==> src/core/plld_defs.svh <==
// constants of the lock detector: register offsets, field positions, reset values, counts
// assumes inclusion by bare name from the package and the top module
`ifndef PLLD_DEFS_SVH
`define PLLD_DEFS_SVH
// ----------------------------------------------------------------
// register map (byte address = 4 * index)
// ----------------------------------------------------------------
`define PLLD_IDX_CFG 8'h07
`define PLLD_ADDR_CFG 8'h1C
`define PLLD_ADDR_STATE 8'h20
`define PLLD_ADDR_IRQ_STAT 8'h24
`define PLLD_ADDR_IRQ_MASK 8'h28
`define PLLD_ADDR_HITS 8'h2C
// ----------------------------------------------------------------
// field positions and reset values
// ----------------------------------------------------------------
`define PLLD_CFG_RESET 24'h00014D
`define PLLD_CFG_WMASK 24'h002FCF
`define PLLD_CFG_TGT_LSB 0
`define PLLD_CFG_EN_BIT 3
`define PLLD_CFG_DIG_BIT 6
`define PLLD_CFG_WIN_LSB 7
`define PLLD_CFG_RATE_LSB 10
`define PLLD_CFG_RELOCK_BIT 13
`define PLLD_IRQ_BITS 3
`define PLLD_IRQ_GAINED 0
`define PLLD_IRQ_LOST 1
`define PLLD_IRQ_RELOCK 2
// ----------------------------------------------------------------
// timing
// ----------------------------------------------------------------
`define PLLD_CLK_NS 100
`define PLLD_ONESHOT_NS 10
// one-shot time rounds down, but never below one cycle
`define PLLD_ONESHOT_CYC ((`PLLD_ONESHOT_NS / `PLLD_CLK_NS) < 1 ? 1 : (`PLLD_ONESHOT_NS / `PLLD_CLK_NS))
`endif

==> src/core/plld_pkg.sv <==
// types of the lock detector
// assumes plld_defs.svh on the include path
`include "plld_defs.svh"
package plld_pkg;
   // ----------------------------------------------------------------
   // configuration word, same layout as the register
   // ----------------------------------------------------------------
   typedef struct packed {
      logic [9:0] rsvd_hi;
      logic relock_once;
      logic rsvd12;
      logic [1:0] timer_rate;
      logic [2:0] win_code;
      logic win_digital;
      logic [1:0] rsvd54;
      logic det_enable;
      logic [2:0] lock_hit_count_target;
   } plld_cfg_t;
   typedef struct packed {
      logic relock;
      logic lost;
      logic gained;
   } plld_evt_t;
   typedef enum logic [1:0] {
      PLLD_ST_OFF,
      PLLD_ST_COUNT,
      PLLD_ST_LOCKED
   } plld_state_t;
   typedef struct packed {
      logic [7:0] address;
      logic read;
      logic write;
      logic [3:0] byteenable;
      logic [31:0] writedata;
   } plld_avs_req_t;
endpackage

==> src/core/plld_top.sv <==
// lock detector of a fractional-n synthesizer with an avalon-mm register slave
// assumes reference and divided oscillator edges arrive as asynchronous pins
//
// What this block does
// - count code 0..7 selects 5,32,96,256,512,2048,8192,65535 consecutive hits.
// - lock is declared only after the selected number of consecutive in-window hits.
// - config bit 3 enables the detector; cleared means detector unused.
// - config bit 6 picks digital timer window or analog one-shot; the 10 ns one-shot is held for one 100 ns clock.
// - bits 9:7 set digital window: half cycle, then 1 to 64 cycles.
// - bits 11:10 set timer rate, 00 fastest, 11 slowest.
// - bit 13 set: one automatic relock attempt after a lock failure, armed again only by the next gained lock.
// - configuration register resets to 0x00014D.
`timescale 1ns/10ps
`include "plld_defs.svh"
module plld_top (
   input wire logic i_clk,
   input wire logic i_arst_n,
   input wire logic i_ref_edge,
   input wire logic i_div_edge,
   input wire plld_pkg::plld_avs_req_t i_avs,
   output logic o_avs_waitrequest,
   output logic [31:0] o_avs_readdata,
   output logic o_lock_detect,
   output logic o_relock_req,
   output logic o_irq
);
   import plld_pkg::*;

   // ----------------------------------------------------------------
   // pin synchronisers and edge detect
   // ----------------------------------------------------------------
   logic [1:0] ref_sync_r;
   logic [1:0] div_sync_r;
   logic ref_prev_r;
   logic div_prev_r;
   logic ref_rise;
   logic div_rise;

   always_ff @(posedge i_clk or negedge i_arst_n) begin
      if (!i_arst_n) begin
         ref_sync_r <= 2'h0;
         div_sync_r <= 2'h0;
         ref_prev_r <= 1'b0;
         div_prev_r <= 1'b0;
      end else begin
         ref_sync_r <= {ref_sync_r[0], i_ref_edge};
         div_sync_r <= {div_sync_r[0], i_div_edge};
         ref_prev_r <= ref_sync_r[1];
         div_prev_r <= div_sync_r[1];
      end
   end

   assign ref_rise = ref_sync_r[1] & ~ref_prev_r;
   assign div_rise = div_sync_r[1] & ~div_prev_r;

   // ----------------------------------------------------------------
   // register slave
   // ----------------------------------------------------------------
   plld_cfg_t cfg_r;
   logic [`PLLD_IRQ_BITS-1:0] irq_stat_r;
   logic [`PLLD_IRQ_BITS-1:0] irq_mask_r;
   logic wait_r;
   logic [31:0] rdata_r;
   logic [31:0] be_mask;
   logic wr_take;
   logic [16:0] hits_r;
   plld_state_t state_r;
   plld_evt_t evt;

   assign be_mask = {{8{i_avs.byteenable[3]}}, {8{i_avs.byteenable[2]}},
                     {8{i_avs.byteenable[1]}}, {8{i_avs.byteenable[0]}}};
   // a write is taken at the edge where waitrequest is seen low; a read is sampled while it is still high
   assign wr_take = i_avs.write & ~wait_r;

   // one wait cycle per access gives the read mux a full cycle
   always_ff @(posedge i_clk or negedge i_arst_n) begin
      if (!i_arst_n) begin
         wait_r <= 1'b1;
      end else begin
         wait_r <= ~((i_avs.read | i_avs.write) & wait_r);
      end
   end

   always_ff @(posedge i_clk or negedge i_arst_n) begin
      if (!i_arst_n) begin
         rdata_r <= 32'h0000_0000;
      end else if (i_avs.read && wait_r) begin
         case (i_avs.address)
            `PLLD_ADDR_CFG: rdata_r <= {8'h00, cfg_r};
            `PLLD_ADDR_STATE: rdata_r <= {29'h0000_0000, state_r == PLLD_ST_LOCKED, state_r};
            `PLLD_ADDR_IRQ_STAT: rdata_r <= {29'h0000_0000, irq_stat_r};
            `PLLD_ADDR_IRQ_MASK: rdata_r <= {29'h0000_0000, irq_mask_r};
            `PLLD_ADDR_HITS: rdata_r <= {15'h0000, hits_r};
            default: rdata_r <= 32'h0000_0000;
         endcase
      end
   end

   // reserved bits are not stored and read back as zero
   always_ff @(posedge i_clk or negedge i_arst_n) begin
      if (!i_arst_n) begin
         cfg_r <= `PLLD_CFG_RESET;
      end else if (wr_take && i_avs.address == `PLLD_ADDR_CFG) begin
         cfg_r <= (cfg_r & ~(be_mask[23:0] & `PLLD_CFG_WMASK))
                  | (i_avs.writedata[23:0] & be_mask[23:0] & `PLLD_CFG_WMASK);
      end
   end

   always_ff @(posedge i_clk or negedge i_arst_n) begin
      if (!i_arst_n) begin
         irq_mask_r <= 3'h0;
      end else if (wr_take && i_avs.address == `PLLD_ADDR_IRQ_MASK && i_avs.byteenable[0]) begin
         irq_mask_r <= i_avs.writedata[`PLLD_IRQ_BITS-1:0];
      end
   end

   // write one to clear; an event in the same cycle wins over the clear
   always_ff @(posedge i_clk or negedge i_arst_n) begin
      if (!i_arst_n) begin
         irq_stat_r <= 3'h0;
      end else begin
         if (wr_take && i_avs.address == `PLLD_ADDR_IRQ_STAT && i_avs.byteenable[0]) begin
            irq_stat_r <= (irq_stat_r & ~i_avs.writedata[`PLLD_IRQ_BITS-1:0]) | evt;
         end else begin
            irq_stat_r <= irq_stat_r | evt;
         end
      end
   end

   always_ff @(posedge i_clk or negedge i_arst_n) begin
      if (!i_arst_n) begin
         o_irq <= 1'b0;
      end else begin
         o_irq <= |(irq_stat_r & irq_mask_r);
      end
   end

   assign o_avs_waitrequest = wait_r;
   assign o_avs_readdata = rdata_r;

   // ----------------------------------------------------------------
   // window timer
   // ----------------------------------------------------------------
   // digital window counts half-ticks; a half-tick lasts 2**rate clocks
   logic [2:0] pre_r;
   logic [2:0] pre_last;
   logic half_tick;
   logic [7:0] win_left_r;
   logic [7:0] win_len;
   logic win_open;
   logic win_hit_r;
   logic hit;
   logic miss;

   assign pre_last = 3'((4'h1 << cfg_r.timer_rate) - 4'h1);
   assign half_tick = cfg_r.win_digital ? (pre_r >= pre_last) : 1'b1; // a slower-to-faster rate change must not stall
   assign win_len = cfg_r.win_digital ? (8'h01 << cfg_r.win_code)
                                      : 8'(`PLLD_ONESHOT_CYC);
   assign win_open = win_left_r != 8'h00;

   always_ff @(posedge i_clk or negedge i_arst_n) begin
      if (!i_arst_n) begin
         pre_r <= 3'h0;
      end else if (ref_rise || half_tick) begin
         pre_r <= 3'h0;
      end else begin
         pre_r <= pre_r + 3'h1;
      end
   end

   // window opens on the reference edge; the edge cycle itself counts as inside
   always_ff @(posedge i_clk or negedge i_arst_n) begin
      if (!i_arst_n) begin
         win_left_r <= 8'h00;
      end else if (ref_rise) begin
         win_left_r <= win_len;
      end else if (win_open && half_tick) begin
         win_left_r <= win_left_r - 8'h01;
      end
   end

   assign hit = div_rise & (ref_rise | win_open) & cfg_r.det_enable;
   // a divided edge outside the window, or a window that closes empty, is a miss
   assign miss = cfg_r.det_enable & ((div_rise & ~(ref_rise | win_open))
                 | (win_left_r == 8'h01 && half_tick && !win_hit_r && !ref_rise && !div_rise));

   always_ff @(posedge i_clk or negedge i_arst_n) begin
      if (!i_arst_n) begin
         win_hit_r <= 1'b0;
      end else if (ref_rise) begin
         win_hit_r <= hit;
      end else if (hit) begin
         win_hit_r <= 1'b1;
      end
   end

   // ----------------------------------------------------------------
   // hit counter and lock state
   // ----------------------------------------------------------------
   logic [16:0] target;

   always_comb begin
      case (cfg_r.lock_hit_count_target)
         3'h0: target = 17'd5;
         3'h1: target = 17'd32;
         3'h2: target = 17'd96;
         3'h3: target = 17'd256;
         3'h4: target = 17'd512;
         3'h5: target = 17'd2048;
         3'h6: target = 17'd8192;
         default: target = 17'd65535;
      endcase
   end

   always_ff @(posedge i_clk or negedge i_arst_n) begin
      if (!i_arst_n) begin
         hits_r <= 17'h0_0000;
      end else if (!cfg_r.det_enable || miss) begin
         hits_r <= 17'h0_0000;
      end else if (hit && hits_r < target) begin
         hits_r <= hits_r + 17'h0_0001;
      end
   end

   always_ff @(posedge i_clk or negedge i_arst_n) begin
      if (!i_arst_n) begin
         state_r <= PLLD_ST_OFF;
      end else begin
         case (state_r)
            PLLD_ST_OFF: begin
               if (cfg_r.det_enable) begin
                  state_r <= PLLD_ST_COUNT;
               end
            end
            PLLD_ST_COUNT: begin
               if (!cfg_r.det_enable) begin
                  state_r <= PLLD_ST_OFF;
               end else if (hit && !miss && hits_r + 17'h0_0001 >= target) begin
                  state_r <= PLLD_ST_LOCKED;
               end
            end
            PLLD_ST_LOCKED: begin
               if (!cfg_r.det_enable) begin
                  state_r <= PLLD_ST_OFF;
               end else if (miss) begin
                  state_r <= PLLD_ST_COUNT;
               end
            end
            default: state_r <= PLLD_ST_OFF;
         endcase
      end
   end

   always_ff @(posedge i_clk or negedge i_arst_n) begin
      if (!i_arst_n) begin
         o_lock_detect <= 1'b0;
      end else begin
         o_lock_detect <= (state_r == PLLD_ST_LOCKED) && cfg_r.det_enable && !miss;
      end
   end

   // ----------------------------------------------------------------
   // single relock attempt
   // ----------------------------------------------------------------
   // armed by each gained lock, so a failed attempt is never repeated
   logic relock_used_r;
   logic lost_now;

   assign lost_now = (state_r == PLLD_ST_LOCKED) && (miss || !cfg_r.det_enable);

   always_ff @(posedge i_clk or negedge i_arst_n) begin
      if (!i_arst_n) begin
         relock_used_r <= 1'b0;
         o_relock_req <= 1'b0;
      end else begin
         o_relock_req <= lost_now && cfg_r.relock_once && !relock_used_r;
         if (lost_now && cfg_r.relock_once) begin
            relock_used_r <= 1'b1;
         end else if (evt.gained) begin
            relock_used_r <= 1'b0;
         end
      end
   end

   assign evt.gained = (state_r == PLLD_ST_COUNT) && cfg_r.det_enable && hit && !miss
                       && hits_r + 17'h0_0001 >= target;
   assign evt.lost = lost_now;
   assign evt.relock = lost_now && cfg_r.relock_once && !relock_used_r;

   // ----------------------------------------------------------------
   // assertions
   // ----------------------------------------------------------------
   property p_reset_cfg;
      @(posedge i_clk) $rose(i_arst_n) |-> cfg_r == `PLLD_CFG_RESET;
   endproperty
   a_reset_cfg: assert property (p_reset_cfg) else $error("config not at reset value");

   property p_lock_needs_target;
      @(posedge i_clk) disable iff (!i_arst_n)
         $rose(o_lock_detect) |-> $past(hits_r) + 17'h0_0001 >= $past(target, 2) || $past(hits_r) >= $past(target);
   endproperty
   a_lock_needs_target: assert property (p_lock_needs_target) else $error("lock before target");

   property p_target_min;
      @(posedge i_clk) disable iff (!i_arst_n)
         cfg_r.lock_hit_count_target == 3'h0 |-> target == 17'd5;
   endproperty
   a_target_min: assert property (p_target_min) else $error("code 0 target wrong");

   property p_target_max;
      @(posedge i_clk) disable iff (!i_arst_n)
         cfg_r.lock_hit_count_target == 3'h7 |-> target == 17'd65535 && hits_r <= 17'd65535;
   endproperty
   a_target_max: assert property (p_target_max) else $error("code 7 target wrong");

   property p_disabled_no_lock;
      @(posedge i_clk) disable iff (!i_arst_n)
         !cfg_r.det_enable |=> !o_lock_detect && hits_r == 17'h0_0000;
   endproperty
   a_disabled_no_lock: assert property (p_disabled_no_lock) else $error("lock while disabled");

   property p_miss_clears;
      @(posedge i_clk) disable iff (!i_arst_n)
         miss |=> hits_r == 17'h0_0000 && !o_lock_detect;
   endproperty
   a_miss_clears: assert property (p_miss_clears) else $error("miss did not clear");

   property p_oneshot_window;
      @(posedge i_clk) disable iff (!i_arst_n)
         ref_rise && !cfg_r.win_digital |=> win_left_r == 8'h01 ##1 win_left_r == 8'h00 || $past(ref_rise);
   endproperty
   a_oneshot_window: assert property (p_oneshot_window) else $error("one-shot window length");

   property p_digital_window;
      @(posedge i_clk) disable iff (!i_arst_n)
         ref_rise && cfg_r.win_digital |=> win_left_r == (8'h01 << cfg_r.win_code);
   endproperty
   a_digital_window: assert property (p_digital_window) else $error("digital window length");

   property p_rate_fastest;
      @(posedge i_clk) disable iff (!i_arst_n)
         cfg_r.win_digital && cfg_r.timer_rate == 2'h0 |-> half_tick;
   endproperty
   a_rate_fastest: assert property (p_rate_fastest) else $error("fastest rate not every cycle");

   property p_relock_once;
      @(posedge i_clk) disable iff (!i_arst_n)
         o_relock_req |=> !o_relock_req [*8];
   endproperty
   a_relock_once: assert property (p_relock_once) else $error("second relock attempt");

   property p_relock_needs_enable;
      @(posedge i_clk) disable iff (!i_arst_n)
         o_relock_req |-> $past(cfg_r.relock_once) && $past(lost_now);
   endproperty
   a_relock_needs_enable: assert property (p_relock_needs_enable) else $error("relock without cause");

   property p_ack_one_wait;
      @(posedge i_clk) disable iff (!i_arst_n)
         (i_avs.read || i_avs.write) && wait_r |=> !o_avs_waitrequest;
   endproperty
   a_ack_one_wait: assert property (p_ack_one_wait) else $error("bus answer late");

   c_lock: cover property (@(posedge i_clk) disable iff (!i_arst_n) $rose(o_lock_detect));
   c_loss: cover property (@(posedge i_clk) disable iff (!i_arst_n) $fell(o_lock_detect) && cfg_r.det_enable);
   c_relock: cover property (@(posedge i_clk) disable iff (!i_arst_n) o_relock_req);
   c_irq: cover property (@(posedge i_clk) disable iff (!i_arst_n) $rose(o_irq));
endmodule

==> config.mk <==
export PLATFORM = sky130hd
export DESIGN_NAME = plld_top
export DESIGN_NICKNAME = d
export VERILOG_FILES = /design/src/core/plld_pkg.sv /design/src/core/plld_top.sv
export VERILOG_INCLUDE_DIRS = /design/src /design/src/core
export SDC_FILE = /design/constraint.sdc
export NUM_CORES = 1
export LEC_CHECK = 0
export ABC_AREA = 1
export BUFFER_PORTS_ARGS = -buffer_cell sky130_fd_sc_hd__buf_2
export CAP_MARGIN = 10
export CORE_ASPECT_RATIO = 1.75
export CORE_MARGIN = 8
export CORE_UTILIZATION = 40
export DETAILED_ROUTE_END_ITERATION = 8
export GPL_TIMING_DRIVEN = 0
export REMOVE_ABC_BUFFERS = 1
export SKIP_LAST_GASP = 1
export SLEW_MARGIN = 20
export SYNTH_ARGS = -nofsm -noshare
export SYNTH_HDL_FRONTEND = slang
export SYNTH_SLANG_ARGS = --single-unit
==> constraint.sdc <==
create_clock -name i_clk -period 4.6 [get_ports i_clk]
set_input_delay 0.92 -clock i_clk [delete_from_list [all_inputs] [get_ports i_clk]]
set_output_delay 0.92 -clock i_clk [all_outputs]
set_load 0.02 [all_outputs]
; Word-level counts from Yosys, hierarchy flattened
; Index checks and enable logic that the tools add are counted.
[totals]
reg_bits = 104
in_bits = 50
romBits = 0
n_memories = 0
out_inout_bits = 36
latch_bits = 0
ramBits = 0
wordCells = 137
[op_classes]
addsub = 4
bitwise_logic = 25
n_lt_le_gt_ge = 3
eq_ne = 17
shifts = 2
mux = 20
n_mul = 0
n_div = 0
n_reduce_logical = 40
[op_table]
columns = op, count
row1 = $pmux W24 S5, 1
row2 = $pmux W16 S7, 1
row3 = $mux W17, 2
row4 = $eq A8 B6 Y1 const B, 4
row5 = $and A24 B24 Y24, 1
row6 = $mux W8, 3
row7 = $not A14 Y24, 1
row8 = $or A24 B14 Y24, 1
row9 = $logic_and A1 B1 Y1, 23
row10 = $add A17 B1 Y17 const B, 1
row11 = $ge A17 B17 Y1, 1
row12 = $lt A17 B17 Y1, 1
row13 = $and A14 B14 Y14, 1
row14 = $mux W2, 5
row15 = $eq A3 B3 Y1 const B, 3
row16 = $and A1 B1 Y1, 8
row17 = $eq A8 B1 Y1 const B, 1
row18 = $eq A8 B5 Y1 const B, 1
row19 = $reduce_bool A2 Y1, 4
row20 = $reduce_bool A8 Y1, 1
row21 = $shl A1 B3 Y8 const A, 1
row22 = $sub A8 B1 Y8 const B, 1
row23 = $and A3 B3 Y3, 2
row24 = $eq A3 B2 Y1 const B, 2
row25 = 22 further kinds, 41

; Depth between registers and ports, before layout
[logic_depth]
ltp_word = 16
mapped_depth = 19
mapped_depth_nobuf = 19

; Worst setup path before layout
; OpenSTA, ideal clock, no wires.
[synth_path]
path_kind = reg-to-reg
start = register with a tool-made name
end = register hits_r[10]
setup_ns = 0.118
period_less_slack_ns = 2.537
t_required_ns = 4.482
arrival_time_ns = 2.419
n_path_buf = 2
path_stages_with_launch = 13
slack_ns = 2.063
path_cell_list = dfstp_2 -> buf_2 -> nand3_2 -> o21ai_0 -> inv_1 -> ha_1 -> a21oi_1 -> o21ai_1 -> nor4_4 -> nand2_4 -> buf_6 -> nand3_1 -> nand2_1
[synth_rtl]
columns = item, line_no
row1 = to (signal assigned), plld_top.sv:221  ; hits_r <= hits_r + 17'h0_0001;
row2 = to (decl), plld_top.sv:66  ; logic [16:0] hits_r;

==> summary by stage <==
Critical path
Walking the worst path, the cells encountered are nand3_2, ha_1, inv_1, o21bai_1, nand2_1, nand2_1, inv_2, o31ai_1, nand2_1, nand2_1, nand2_4, nand2_4, nand3_1, nand2_1. The cell with the most instances on the worst path is nand2_1. The stage delay of the slowest cell on the critical path is 0.61 ns. The endpoint required time on the critical path is 4.87 ns. The critical path start-end classification is reg -> reg.

Measured in cells, the most critical reg-to-reg path has a length of 14. The worst flop-to-flop path endpoint is hits_r[10]. The sort of element at the end of the critical path is a register. Data arrives at the worst endpoint at 3.52 ns.

The kind of launch point of the worst setup path is a register. The worst-path cell with the longest stage delay is dfstp_2. The setup check on the worst reg-to-reg path leaves a slack of 1.35 ns. Of all nets on the critical path, the largest fanout is 21.

Clock tree
The clock tree from TritonCTS is built. Counting every sink on the clock net gives 76. The total of cells resized after clock tree synthesis is 0. The number of buffers inserted for hold repair after clock tree synthesis is 0. The total clock buffers created by CTS is 9. The count of H-tree levels built during CTS is 3.

Once the clock tree was built, the setup fixing pass inserted 0 buffers. The largest buffer count on any clock path is 2. For the worst-skew pair, the clock arrives at the later sink with an insertion delay of 0.34 ns. The clock transition at the registers of the reported paths is 0.06 ns.

The cell at the root of the clock tree is clkbuf_16.

Timing
On the final layout, the worst clock skew is 0.00799 ns. The worst slack on hold paths is 0.354 ns. The final hold violation count is 0. The count of endpoints failing setup in the final report is 0. At the pin with the least slew margin, the transition time is 0.906 ns.

Setup repair after global routing left no endpoint under its margin. After layout, the worst path uses 70.5% of the clock period. Headroom to the max-slew limit came out at 39.4%.

The worst path needs 3.25 ns of the cycle, external delays included. The final-layout setup total negative slack is 0 ns. The final worst setup slack is 1.35 ns.

The number of max-slew violations in the final report is 0. The maximum clock rate is 308 MHz.

Pwr
Summing internal, switching and leakage power gives 2.05 mW. The worst-case IR drop observed on VDD is 0.175 mV. In this run the power density over the cells is 378 nW/um^2. For this design the total switching power over the nets is 0.695 mW.

Cell internal power was estimated by the tool at 1.35 mW. The power share of the combinational group is 24.6%. Of the total power, the share spent switching nets is 33.9%.

Summed over all cells, the static leakage comes to 2.87 nW. The share of total power in sequential cells is 39.4%. The clock network fraction of design power is 36.0%.

Logic synthesis
The count of warnings emitted by yosys is 0. The commonest cells after synthesis are 154 x nand2_1, 70 x dfrtp_1, 69 x inv_1. Yosys attributes the largest share of cell area to dfrtp_1 37%, nand2_1 12%, ha_1 9.4%.

The number of enable flip-flop cells after synthesis is 0. In the synthesized netlist the async set-or-reset flop fraction comes to 100%. Of the post-synthesis cell area, the part taken by muxes is 0%. The most used flip-flop cell after synthesis is dfrtp_1. The combinational family with the most area after synthesis is simple AND/OR/NAND/NOR gates. Summing the sequential cell areas from Yosys gives 40.0% of the chip area. Summing the areas of all and, or, nand and nor instances in the mapped netlist gives 27.4% of the synthesized area.

The share of synthesized area in the top cell type comes to 36.7%. dfrtp_1 takes more of the synthesized area than any other cell. The flip-flop and latch count after synthesis is 76.

The average instance in the mapped netlist occupies 7.77 um^2. The distinct cell type count after synthesis is 45. The most repeated cell in the gate-level netlist after synthesis is nand2_1. The synthesized netlist devotes 11.0% of its cell area to compound gates. Of the total synthesized cell area, the portion taken by full adders, half adders and majority gates is 9.44%. The post-synthesis share of cell area spent on xor and xnor gates is 2.20%. Synthesis handed over a netlist of 614 instances. After synthesis the cells add up to 4770 um^2.

Drt
The DRC violation count after routing is 0. The number of antenna-violating nets in the routed design is 0. The routed length per placed instance is 16.5 um. The post-detailed-route via-to-cell ratio is 5.25. The number of search-and-repair iterations in the first detailed-routing pass is 4. Summed over all layers, the routed wires come to 13.3 mm. For this block, the initial DRC count from the detailed router was 268. The via count is 4224.

Floorplan
From left edge to right edge, the die measures 98.6 um. For this configuration, the core starts out at a cell density of 40.4%. The floorplan core area is 11800 um^2.

For this design the top-level I/O count stands at 86. The die footprint is 15800 um^2. From bottom edge to top edge, the die measures 161 um. The number of placement rows is 53.

Run status
The flow ran to the end, and the final reports show no timing, DRC or antenna violations.

Placement
Port buffering added 47 buffers. The number of instances in the placed design is 787. Summed over all nets, the half-perimeter wirelength after detailed placement is 10.2 mm. The weighted congestion reported at the end of routability-driven placement is 0.909.

Prior to clock tree synthesis, the placed netlist has a worst setup slack of 1.09 ns.

Global route
In the global route stage, overall resource usage came out at 17.4%. The number of global-route vias before repair is 4357. After global routing the overflow that remains totals 0. Entering global routing, the biggest net connects 52 pins. The initial antenna violation count came to 0.

The first global-routing pass estimated 21.7 mm of wire.

Hold path
The number of instances on the worst hold path is 0. The worst-case hold path end point is ref_sync_r[1]. The worst min-delay path category is reg -> reg. The launch instance of the worst min-delay path is ref_sync_r[0].

Cells and area
The growth of design area from synthesis to finish is 13.5%. The layout cell share with drive strength beyond 1 is 13.9%. The total number of nets in the final design is 748. The number of antenna diodes in the final layout is 0. After the flow finishes, the layout carries non-filler instances totaling 804.

Job
Max-cap violations in this run came to 0.
## worst max-delay path by stage
stage | start | end | cells after the start | slack (ns)
detailed placement | register | hits_r[8] | 10 | 1.09
floorplan | register | hits_r[0] | 10 | 1.97
CTS | register | hits_r[10] | 10 | 1.07
global placement | register | hits_r[14] | 10 | 1.12
finish | register | hits_r[10] | 14 | 1.35
global route | hits_r[1] | relock_used_r | 17 | 1.10
## power by group through the flow
stage          clock network [mW]  registers [mW]  logic [mW]
2_1_floorplan                   0           0.804       0.349
3_3_place_gp                    0           0.814       0.479
3_5_place_dp                    0           0.817       0.493
4_1_cts                     0.752           0.805       0.502
5_1_grt                     0.775           0.818       0.572
6_report                    0.737           0.807       0.505
## layer usage
layer  global-route usage (%)  part of all wire (%)  routed length, um  vias to the layer above
met2                     32.2                    54               7230                      105
met3                     2.17                   3.8                505                       37
met4                     11.0                   4.7                623                        0
met1                     18.0                    37               4910                     1982
li1                         -                     -                  -                     2100
met5                        0                     0                  0                        -
## worst max-delay path: cells and delay by family, from the launching register on
kind,cells,cell delay [ns]
buf+inv,2,0.06
fa+ha+maj,1,0.48
compound gates,2,0.56
flops,1,0.61
simple gates,9,1.44
## placed cells by master, fill, tap and decap left out, types with 12 or more instances in the layout
| cell type | synthesis | routed |
|---|---|---|
| nand2_1 | 154 | 154 |
| dfrtp_1 | 70 | 70 |
| inv_1 | 69 | 69 |
| nand3_1 | 49 | 49 |
| nor2_1 | 48 | 48 |
| buf_2 | 2 | 46 |
| ha_1 | 36 | 36 |
| a21oi_1 | 29 | 29 |
| o21ai_0 | 19 | 19 |
| conb_1 | 1 | 15 |
| nor3_1 | 14 | 14 |
| o22ai_1 | 12 | 12 |
## logic make-up after synthesis
kind of cell / after synthesis
other: 1
and+or+nand+nor: 293
AOI/OAI and AO/OA: 90
adders and majority gates: 36
buffers and inverters: 106
DFF: 76
xor gates and xnor gates: 12
## per-stage QoR
stage | area, um^2 | utilization, %
2_1_floorplan | 4660 | -
3_3_place_gp | 5060 | 42.9
3_5_place_dp | 5090 | 43.2
4_1_cts | 5400 | 45.8
5_1_grt | 5420 | 45.9
6_report | 5420 | 45.9
## cell type report
class,instances,area [um^2]
well taps,137,171
clock inverters,6,70.1
inverters,80,300
multi-input cells,446,2450
flip-flops and latches,76,1910
clock buffers,10,239
fillers,1191,6390
repair buffers,49,279
Power figures use the tool's default switching activity.
